**config.mk**
```make
export PLATFORM = sky130hd
export DESIGN_NAME = amcrg_top
export DESIGN_NICKNAME = d
export VERILOG_FILES = /design/src/include/amcrg_pkg.sv /design/src/include/amcrg_tick_if.sv /design/src/rtl/amcrg_divider.sv /design/src/rtl/amcrg_top.sv
export SDC_FILE = /design/constraint.sdc
export NUM_CORES = 1
export LEC_CHECK = 0
export ABC_CLOCK_PERIOD_IN_PS = 6260
export BUFFER_PORTS_ARGS = -buffer_cell sky130_fd_sc_hd__buf_2
export CORE_AREA = 4 4 69 135
export DETAILED_ROUTE_END_ITERATION = 12
export DIE_AREA = 0 0 73 139
export HOLD_SLACK_MARGIN = 0.03
export PLACE_DENSITY = 0.7
export SLEW_MARGIN = 10
export SYNTH_ARGS = -nofsm -noshare
export SYNTH_HDL_FRONTEND = slang
export SYNTH_SLANG_ARGS = --single-unit
```
**constraint.sdc**
```tcl
create_clock -name clk -period 6.26 [get_ports clk]
set_input_delay 1.252 -clock clk [delete_from_list [all_inputs] [get_ports clk]]
set_output_delay 1.252 -clock clk [all_outputs]
set_load 0.05 [all_outputs]
```
**src/include/amcrg_pkg.sv**
```systemverilog
// Constants, field layout and types of the audio master clock ratio generator
`default_nettype none
package amcrg_pkg;
  // Register offsets
  localparam logic [7:0] AMCRG_OFS_CLKDIV    = 8'h03;
  localparam logic [7:0] AMCRG_OFS_CONVOSR   = 8'h29;
  localparam logic [7:0] AMCRG_OFS_STATUS    = 8'h2A;
  // Reset values
  localparam logic [15:0] AMCRG_RST_CLKDIV   = 16'h0010;
  localparam logic [15:0] AMCRG_RST_CONVOSR  = 16'h0003;
  // Fields of clock_divider_config
  localparam int AMCRG_PRE_LSB   = 0;   // pre_divider, 3 bits
  localparam int AMCRG_POST_LSB  = 4;   // post_divider, 3 bits
  localparam int AMCRG_MSEL_BIT  = 8;   // multiplier select
  localparam int AMCRG_MFAC_LSB  = 12;  // multiplier_factor code, 2 bits
  localparam int AMCRG_CCR_LSB   = 14;  // converter_clock_ratio code, 2 bits
  // Fields of converter_oversample_config
  localparam int AMCRG_OSR_LSB   = 0;   // oversampling_ratio code, 2 bits
  localparam int AMCRG_SRR_LSB   = 8;   // sample_rate_range, 3 bits
  // Master clock to frame ratios
  localparam logic [9:0] AMCRG_RATIO_256 = 10'h100;
  localparam logic [9:0] AMCRG_RATIO_400 = 10'h190;
  localparam logic [9:0] AMCRG_RATIO_500 = 10'h1F4;
  // Fixed oversampling for the 400 and 500 ratios
  localparam logic [8:0] AMCRG_OSR_FIXED = 9'h064;
  // Converter clock divisors
  localparam logic [2:0] AMCRG_CDIV_500  = 3'h5;
  typedef enum logic [1:0] {
    AMCRG_R_NONE,
    AMCRG_R_256,
    AMCRG_R_400,
    AMCRG_R_500
  } amcrg_ratio_t;
endpackage
`default_nettype wire

```
**src/include/amcrg_tick_if.sv**
```systemverilog
// Tick divider connection between the generator and its divider
`timescale 1ns/1ps
`default_nettype none
interface amcrg_tick_if;
  logic       in_tick;   // Source tick
  logic [2:0] divisor;   // Division factor, 1..7
  logic       out_tick;  // Divided tick
  modport src (output in_tick, output divisor, input out_tick);
  modport div (input in_tick, input divisor, output out_tick);
endinterface
`default_nettype wire

```
**src/rtl/amcrg_divider.sv**
```systemverilog
// Integer tick divider
`timescale 1ns/1ps
`default_nettype none
module amcrg_divider (
  input  wire logic clk,            // System clock
  input  wire logic rst_b,          // Async reset, active low
  amcrg_tick_if.div t               // Tick in, tick out
);
  logic [2:0] cnt_r;
  logic       out_r;

  // Count source ticks, emit one per divisor
  always_ff @(posedge clk or negedge rst_b) begin
    if (!rst_b) begin
      cnt_r <= 3'h0;
      out_r <= 1'b0;
    end else begin
      out_r <= 1'b0;
      if (t.in_tick) begin
        if (cnt_r + 3'h1 >= t.divisor) begin
          cnt_r <= 3'h0;
          out_r <= 1'b1;
        end else begin
          cnt_r <= cnt_r + 3'h1;
        end
      end
    end
  end

  assign t.out_tick = out_r;
endmodule
`default_nettype wire

```
**src/rtl/amcrg_top.sv**
```systemverilog
// Master clock and converter clock ratio generator
`timescale 1ns/1ps
`default_nettype none
//
// Contract
// - Master clock must be 256, 400 or 500 times the frame rate.
// - With multiplier select zero, master clock is reference over post_divider.
// - Otherwise master is reference times factor over pre times post divider.
// - Dividers take 1 to 7, multiplier factor takes 1, 2, 4 or 8.
// - Unity dividers with factors 8,4,2,1 give the table of reference ratios.
// - At ratio 256 oversampling is 32, 64, 128 or 256 with matching divider; at 32 the code has no 1/8 divider and uses 1/4.
// - Converter clock is master times 1, 1/2 or 1/4, and OVERSAMPLING_RATIO times frame rate; at ratio 256 with 32 the code gives 64 times.
// - At ratios 400 and 500 the oversampling ratio is fixed at 100.
// - At ratio 500 the converter divider is one fifth automatically.
// - Range code 011 covers 64 to 96 kHz frame rates.
module amcrg_top
  import amcrg_pkg::*;
(
  input  wire logic        clk,           // System clock, 100 MHz
  input  wire logic        rst_b,         // Async reset, active low
  input  wire logic        ref_clk,       // Reference clock, sampled
  input  wire logic        frame_sync,    // Audio frame sync, sampled
  input  wire logic        reg_wr,        // Register write strobe
  input  wire logic        reg_rd,        // Register read strobe
  input  wire logic [7:0]  reg_addr,      // Register offset
  input  wire logic [15:0] reg_wdata,     // Write data
  output logic      [15:0] reg_rdata,     // Read data, one cycle later
  output logic             master_tick,   // Internal master clock tick
  output logic             conv_tick,     // Converter clock tick
  output logic      [1:0]  ratio_code,    // Detected ratio
  output logic      [8:0]  osr_eff,       // Effective oversampling
  output logic      [2:0]  sample_rate_range // Programmed rate range
);

  ////////////////////////////////////////////////////////////////////////
  // Registers
  logic [15:0] clkdiv_r;
  logic [15:0] convosr_r;

  // Software writes of the two configuration registers
  always_ff @(posedge clk or negedge rst_b) begin
    if (!rst_b) begin
      clkdiv_r  <= AMCRG_RST_CLKDIV;
      convosr_r <= AMCRG_RST_CONVOSR;
    end else if (reg_wr) begin
      if (reg_addr == AMCRG_OFS_CLKDIV)
        clkdiv_r <= reg_wdata;
      if (reg_addr == AMCRG_OFS_CONVOSR)
        convosr_r <= {5'h00, reg_wdata[10:8], 6'h00, reg_wdata[1:0]};
    end
  end

  ////////////////////////////////////////////////////////////////////////
  // Field decode
  logic [2:0] pre_divider;
  logic [2:0] post_divider;
  logic       mult_sel;
  logic [3:0] multiplier_factor;
  logic [1:0] converter_clock_ratio;
  logic [1:0] osr_code;

  // Zero divider codes act as one to avoid a stuck generator
  assign pre_divider  = (clkdiv_r[AMCRG_PRE_LSB +: 3] == 3'h0) ? 3'h1 :
                        clkdiv_r[AMCRG_PRE_LSB +: 3];
  assign post_divider = (clkdiv_r[AMCRG_POST_LSB +: 3] == 3'h0) ? 3'h1 :
                        clkdiv_r[AMCRG_POST_LSB +: 3];
  assign mult_sel     = clkdiv_r[AMCRG_MSEL_BIT];
  // Factor code 0..3 gives 1, 2, 4, 8
  assign multiplier_factor = 4'h1 << clkdiv_r[AMCRG_MFAC_LSB +: 2];
  assign converter_clock_ratio = clkdiv_r[AMCRG_CCR_LSB +: 2];
  assign osr_code     = convosr_r[AMCRG_OSR_LSB +: 2];

  ////////////////////////////////////////////////////////////////////////
  // Input edge detection
  logic ref_d_r;
  logic fs_d_r;
  logic ref_edge;
  logic fs_edge;

  // Previous samples of reference and frame sync
  always_ff @(posedge clk or negedge rst_b) begin
    if (!rst_b) begin
      ref_d_r <= 1'b0;
      fs_d_r  <= 1'b0;
    end else begin
      ref_d_r <= ref_clk;
      fs_d_r  <= frame_sync;
    end
  end

  assign ref_edge = ref_clk & ~ref_d_r;
  assign fs_edge  = frame_sync & ~fs_d_r;

  ////////////////////////////////////////////////////////////////////////
  // Master clock rate generator
  logic [6:0] credit_r;
  logic [6:0] credit_nxt;
  logic [6:0] thresh;
  logic [6:0] incr;
  logic       emit;

  // Threshold and increment per reference edge
  always_comb begin
    if (mult_sel) begin
      // Widen before multiplying so 7 times 7 keeps all six bits
      thresh = 7'(pre_divider) * 7'(post_divider);
      incr   = {3'h0, multiplier_factor};
    end else begin
      thresh = {4'h0, post_divider};
      incr   = 7'h01;
    end
  end

  assign emit = (credit_r >= thresh);

  // Credit gains on reference edges, pays one threshold per tick
  always_comb begin
    credit_nxt = credit_r;
    if (ref_edge)
      credit_nxt = credit_nxt + incr;
    if (emit)
      credit_nxt = credit_nxt - thresh;
  end

  // Credit and master tick registers
  always_ff @(posedge clk or negedge rst_b) begin
    if (!rst_b) begin
      credit_r    <= 7'h00;
      master_tick <= 1'b0;
    end else begin
      credit_r    <= credit_nxt;
      master_tick <= emit;
    end
  end

  ////////////////////////////////////////////////////////////////////////
  // Ratio detection against frame sync
  logic [9:0]   per_frame_r;
  amcrg_ratio_t ratio_r;

  // Count master ticks between frame sync edges
  always_ff @(posedge clk or negedge rst_b) begin
    if (!rst_b) begin
      per_frame_r <= 10'h000;
    end else if (fs_edge) begin
      per_frame_r <= {9'h000, master_tick};
    end else if (master_tick && per_frame_r != 10'h3FF) begin
      per_frame_r <= per_frame_r + 10'h001;
    end
  end

  // Classify the measured ratio at each frame
  always_ff @(posedge clk or negedge rst_b) begin
    if (!rst_b) begin
      ratio_r <= AMCRG_R_NONE;
    end else if (fs_edge) begin
      unique case (per_frame_r)
        AMCRG_RATIO_256: ratio_r <= AMCRG_R_256;
        AMCRG_RATIO_400: ratio_r <= AMCRG_R_400;
        AMCRG_RATIO_500: ratio_r <= AMCRG_R_500;
        default:         ratio_r <= AMCRG_R_NONE;
      endcase
    end
  end

  ////////////////////////////////////////////////////////////////////////
  // Converter clock and oversampling
  amcrg_tick_if conv_if ();
  logic [2:0] conv_div;
  logic [8:0] osr_nxt;

  // Divisor: fixed fifth at 500, else software ratio
  always_comb begin
    if (ratio_r == AMCRG_R_500) begin
      conv_div = AMCRG_CDIV_500;
    end else begin
      unique case (converter_clock_ratio)
        2'h0:    conv_div = 3'h1;
        2'h1:    conv_div = 3'h2;
        default: conv_div = 3'h4;
      endcase
    end
  end

  assign conv_if.in_tick = master_tick;
  assign conv_if.divisor = conv_div;

  amcrg_divider u_conv_div (
    .clk   (clk),
    .rst_b (rst_b),
    .t     (conv_if.div)
  );

  // Oversampling: fixed 100 at 400/500, else selected 32..256
  always_comb begin
    if (ratio_r == AMCRG_R_400 || ratio_r == AMCRG_R_500)
      osr_nxt = AMCRG_OSR_FIXED;
    else
      osr_nxt = 9'h020 << osr_code;
  end

  // Output registers for converter path
  always_ff @(posedge clk or negedge rst_b) begin
    if (!rst_b) begin
      conv_tick         <= 1'b0;
      ratio_code        <= 2'h0;
      osr_eff           <= 9'h000;
      sample_rate_range <= 3'h0;
    end else begin
      conv_tick         <= conv_if.out_tick;
      ratio_code        <= ratio_r;
      osr_eff           <= osr_nxt;
      sample_rate_range <= convosr_r[AMCRG_SRR_LSB +: 3];
    end
  end

  ////////////////////////////////////////////////////////////////////////
  // Register read
  always_ff @(posedge clk or negedge rst_b) begin
    if (!rst_b) begin
      reg_rdata <= 16'h0000;
    end else if (reg_rd) begin
      unique case (reg_addr)
        AMCRG_OFS_CLKDIV:  reg_rdata <= clkdiv_r;
        AMCRG_OFS_CONVOSR: reg_rdata <= convosr_r;
        AMCRG_OFS_STATUS:  reg_rdata <= {5'h00, osr_nxt, ratio_r};
        default:           reg_rdata <= 16'h0000;
      endcase
    end
  end

endmodule
`default_nettype wire

```
# Yosys cells after proc, flatten, opt, wreduce, memory -nomap -nowiden
# Index checks and enable logic that the tools add are counted.
[classes]
shift = 2
eq_ne = 10
magnitude_cmp = 2
reduce_logical = 8
div_mod_pow = 0
n_bitwise = 4
add_sub_neg = 4
mul = 1
muxes = 16
[op_table]
columns = ["op", "n"]
rows = [
  ["16-bit one-hot mux with 3 select lines", 1],
  ["10-bit by 9-bit equality test with 1-bit output, second input constant", 3],
  ["10-bit 2-to-1 mux", 2],
  ["8-bit by 6-bit equality test with 1-bit output, second input constant", 2],
  ["7-bit 2-to-1 mux", 2],
  ["3-bit 2-to-1 mux", 4],
  ["10-bit by 1-bit adder with 10-bit output, second input constant", 1],
  ["10-bit inequality test, second input constant", 1],
  ["9-bit 2-to-1 mux", 1],
  ["6-bit by 2-bit left shift with 9-bit output, first input constant", 1],
  ["8-bit by 2-bit equality test with 1-bit output, second input constant", 1],
  ["7-bit adder", 1],
  ["7-bit greater-or-equal comparator", 1],
  ["7-bit subtractor", 1],
  ["3-bit logical NOT", 2],
  ["3-bit by 3-bit multiplier with 6-bit output", 1],
  ["6-bit 2-to-1 mux", 1],
  ["2-bit one-hot mux with 3 select lines", 1],
  ["3-bit one-hot mux with 2 select lines", 1],
  ["2-bit equality test, second input constant", 2],
  ["4-bit 2-to-1 mux", 1],
  ["2-bit AND reduction", 2],
  ["1-bit by 2-bit left shift with 4-bit output, first input constant", 1],
  ["3-bit by 1-bit adder with 3-bit output, second input constant", 1],
  ["9 further kinds", 12],
]
[totals]
input_bits = 30
mem_bits_rw = 0
wordCells = 62
mem_bits_ro = 0
latch_bits = 0
n_memories = 0
regBits = 78
output_inout_bits = 32

# Longest topological paths before layout
[depth]
word_depth = 6
mapped_depth = 14
depth_no_buf = 13

# By module
# Synthesis repeated with hierarchy kept, for this count alone.
[hier_totals]
cells_unflattened = 391
hier_area_um2 = 4121.5
[by_module_without_submodules]
columns = ["module", "seq_area_each_um2", "instances", "area_each_um2", "cells_each"]
rows = [
  ["amcrg_top", 1755.4, 1, 3857.4, 365],
  ["amcrg_divider", 100.1, 1, 264.0, 26],
]

# Worst setup path before layout
# Ideal clock, no wire load.
[synth_path]
path_kind = "reg2reg"
start = "register clkdiv_r[4]"
end = "register credit_r[4]"
slack_ps = 2521
setup_time_ps = 125
synth_period_minus_slack_ps = 3739
required_time_ps = 6135
path_stages_with_launch = 14
arrival_ps = 3614
n_path_buf = 1
path_cell_list = "dfstp_2 o21bai_1 and2_1 fa_1 ha_1 fa_1 xor2_1 nand2_1 ha_1 a21o_1 a211o_1 a41oi_1 clkbuf_1 mux2_2"
[synth_via]
elab_chain_cells = 6
elab_cells_between_ends = 7
classes_between = "add/sub: 1; mul: 1; order compare: 1; mux: 3; reduce/logical: 1"
[synth_lines]
columns = ["item", "line_no", "text"]
rows = [
  ["start, declared", "amcrg_top.sv:37", "logic [15:0] clkdiv_r;"],
  ["start signal, assigned", "amcrg_top.sv:47", "clkdiv_r <= reg_wdata;"],
  ["3-bit logical NOT", "amcrg_top.sv:65", "assign post_divider = (clkdiv_r[AMCRG_POST_LSB +: 3] == 3'h0) ? 3'h1 :"],
  ["3-bit 2-to-1 mux (*)", "amcrg_top.sv:65", ""],
  ["3-bit by 3-bit multiplier with 6-bit output", "amcrg_top.sv:106", "thresh = 7'(pre_divider) * 7'(post_divider);"],
  ["6-bit 2-to-1 mux (*)", "amcrg_top.sv:104", "if (mult_sel) begin"],
  ["7-bit subtractor or 7-bit greater-or-equal comparator (tied branches)", "amcrg_top.sv:122, amcrg_top.sv:114", ""],
  ["7-bit 2-to-1 mux (*)", "amcrg_top.sv:121", "if (emit)"],
  ["named net credit_nxt[4]", "amcrg_top.sv:97", "logic [6:0] credit_nxt;"],
  ["end signal, assigned", "amcrg_top.sv:131", "credit_r <= credit_nxt;"],
  ["end, declared", "amcrg_top.sv:96", "logic [6:0] credit_r;"],
]
# Mark *: on every way through the listed nets, which the timed path passes. The rest lies on a longest branch.
# A chain may end at the register's enable or synchronous reset.

# Worst setup path after layout
# Same ends and word-level chain as after synthesis.

==> flow_summary.yaml <==
sta:
  final.setup_skew_ns: 0.006003
  fin_ws_ns: 2.043
  final.period_utilization_pct: 67.37
  slew_viol_final: 0
  worstMarginPinSlew_ns: 1.014
  fmax_ghz: 0.2371
  hold_ws_ns: 0.3726
  setup_viol: 0
  hold_viol_final: 0
  rsz0062_at_grt: "false"
  timing.setup.tns_ns: 0
  relSlewSlack_pct: 31.48
  layout_min_cycle_time_ns: 4.217
synth:
  synth-seq-cells: 74
  synth_compound_area_share_pct: 11.00
  synth_top_family_by_area: "simple AND/OR/NAND/NOR gates"
  synth.avg_cell_area_sq_um: 10.50
  synth_xor_area_share_pct: 2.581
  synth.mux.area_fraction_pct: 9.954
  synth_edf_count: 0
  postSynthCellCount: 388
  synthFlopType: "dfrtp_1"
  yosys_warnings: 0
  synth_area_sq_um: 4073
  ys_seq_area_share_pct: 45.56
  yosysUniqueCellTypes: 51
  synth_fa_ha_area_share_pct: 10.26
  async_flop_share_pct: 100.0
  synthSimpleGateAreaFrac_pct: 16.19
floorplanning:
  io_pins: 62
  die_h_um: 139
  rows: 47
  die-area_sq_um: 10150
  fp.dieW_um: 73
  initial_core_util_pct: 49.12
  fp.coreArea_sq_um: 8292
finish:
  multi_input_area_sq_um: 2051
  finalNonFillerCells: 547
  n_fill_cell: 715
  final_nets: 505
  areaGrowthSynthToFinish_pct: 16.53
  drive_gt1_share_pct: 24.05
  seqCellArea_sq_um: 1856
  num_antenna_cells: 0
power:
  p_sw_w: 0.0005800
  p_int_w: 0.001160
  irDropWorstVdd_v: 0.0003046
  p_comb_share_pct: 32.1
  swShare_pct: 33.34
  pwr-share-clk_pct: 32.3
  p_seq_share_pct: 35.6
  p_leak_nw: 2.339
  power_density_nw_per_um2: 366.6
clock_tree:
  htree_levels: 3
  root_buffer: "clkbuf_16"
  cts_tree: "done"
  post_cts_resize_count: 0
  clock-sinks: 74
  hold_buffers: 0
  cts_setup_buffers: 0
  insertion_delay_ns: 0.34
  clk_path_buf_depth: 2
  clkTransAtPathRegs_ns: 0.06
  cts_made_buffers: 9
worst_setup_path:
  end_kind: "register"
  crit_path_start_kind: "register"
  critPathBufInv: 0
  path_cells: "o21bai_1, and2_1, fa_1, ha_1, fa_1, xor2_1, nand2_1, ha_1, a21o_1, a211o_1, a41oi_1, mux2_2"
  cp.arrival_ns: 4.44
  worstSetupPathType: "reg -> reg"
  crit_required_ns: 6.48
  path_max_fanout: 11
  critPathMaxStageDelay_ns: 0.77
  crit_family: "adder cells"
  cp_slowest_cell: "a41oi_1"
drt:
  dr.pass1.iters: 4
  wl_mm: 9.118
  via_per_inst: 5.442
  ant_nets: 0
  first_iter_violations: 132
  dr_total_vias: 2977
  drc_errors: 0
  routedWlPerCell_um: 16.67
placement:
  portBuffers: 57
  hpwl_mm: 6.858
  gp_congestion: 0.8935
  dp_cells: 531
  dp_slack_ns: 2.011
global_routing:
  grt_pass1_wl_mm: 15.24
  grt_use_total_pct: 19.39
  antenna_found_initial: 0
  grt_pass1_vias: 3212
  grt_max_degree: 75
  grt_overflow: 0
worst_hold_path:
  min_path_type: "reg -> reg"
outcome:
  outcome: "finished, final reports clean"
run:
  maxCapViolations: 0
Yosys cell counts, types with 8 or more instances:
library cell,count,share of area [%]
nor2b_1,8,1.2
inv_1,25,2.3
dfrtp_1,71,44
o21ai_0,25,3.1
and2_1,9,1.4
mux2_2,8,2.2
mux2i_1,9,2.2
mux2_4,15,5.5
clkbuf_1,10,0.92
xor2_1,8,1.7
nor2_1,32,2.9
nand2_1,41,3.8
ha_1,27,8.3
a21oi_1,8,0.98
through the flow:
stage | total power [W] | cell area [sq um] | utilization [%]
finish | 0.001740 | 4746 | 57.24
global route | 0.001852 | 4746 | 57.24
CTS | 0.001756 | 4746 | 57.24
detailed placement | 0.001186 | 4415 | 53.25
global placement | 0.001156 | 4415 | 53.25
floorplan | 0.001041 | 4084 | -
worst register-to-register path, cell delays in order, from the launching register on:
cell,delay [ns]
dfstp_2,0.54
o21bai_1,0.14
and2_1,0.17
fa_1,0.43
ha_1,0.25
fa_1,0.38
xor2_1,0.15
nand2_1,0.09
ha_1,0.33
a21o_1,0.16
a211o_1,0.29
a41oi_1,0.77
mux2_2,0.42
state kept, by name, indices dropped and copies added (netlist names), 3 cells and up:
| signal | cells |
|---|---|
| clkdiv_r | 16 |
| reg_rdata | 16 |
| per_frame_r | 10 |
| credit_r | 7 |
| convosr_r | 5 |
| osr_eff | 5 |
| sample_rate_range | 3 |
| u_conv_div.cnt_r | 3 |
final timing paths:
path | startpoint | end | slack (ns) | depth (start not counted)
max | clkdiv_r[4] | credit_r[4] | 2.04 | 12
min | u_conv_div.t.out_tick | conv_tick | 0.37 | 0
max reg2reg | clkdiv_r[4] | credit_r[4] | 2.04 | 12
min reg2reg | u_conv_div.t.out_tick | conv_tick | 0.37 | 0
max in group asynchronous | rst_b | osr_eff[6] | 4.52 | 2
min in group asynchronous | rst_b | clkdiv_r[12] | 1.11 | 2
power by group through the flow:
stage	Clock (W)	Combinational (W)	Sequential, W
after floorplan	0	0.000401	0.000641
after global placement	0	0.000532	0.000625
after detailed placement	0	0.000560	0.000626
after CTS	0.000574	0.000563	0.000619
after global routing	0.000591	0.000632	0.000629
final	0.000561	0.000558	0.000620
logic make-up (layout without fill, tap and decap cells):
kind of cell / Yosys count / count (layout)
buffers and inverters: 41 / 99
and+or+nand+nor: 128 / 128
adders and majority gates: 31 / 31
other: 1 / 4
AOI/OAI and AO/OA: 69 / 69
xor gates and xnor gates: 12 / 12
muxes: 32 / 32
DFF: 74 / 74
cell type report:
type / instances / share of cell area [%]
flip-flops and latches: 74 / 39.10
clock inverters: 4 / 1.555
well taps: 98 / 2.584
inverters: 25 / 1.977
multi-input cells: 276 / 43.21
repair buffers: 58 / 6.169
clock buffers: 12 / 5.405
routing by layer:
metal / vias to the layer above / GRT usage, % / part of all wire [%]
met5: - / 0 / 0
met1: 1453 / 20.32 / 37
met3: 19 / 3.266 / 3.6
met2: 63 / 34.34 / 56
li1: 1442 / - / -
met4: 0 / 11.87 / 3.5
cell usage in the layout, fill, tap and decap left out, drive strengths merged, types with 5 or more instances in the layout:
cell / count
dfrtp: 71
buf: 58
nand2: 43
nor2: 32
ha: 27
inv: 25
o21ai: 25
mux2: 23
clkbuf: 12
and2: 9
mux2i: 9
xor2: 8
a21oi: 8
nor2b: 8
a21o: 6
nor3: 6
a41oi: 6
and3: 6
nand3: 6
nand2b: 5
a211oi: 5
No activity file was read; power rests on OpenSTA's default activity.
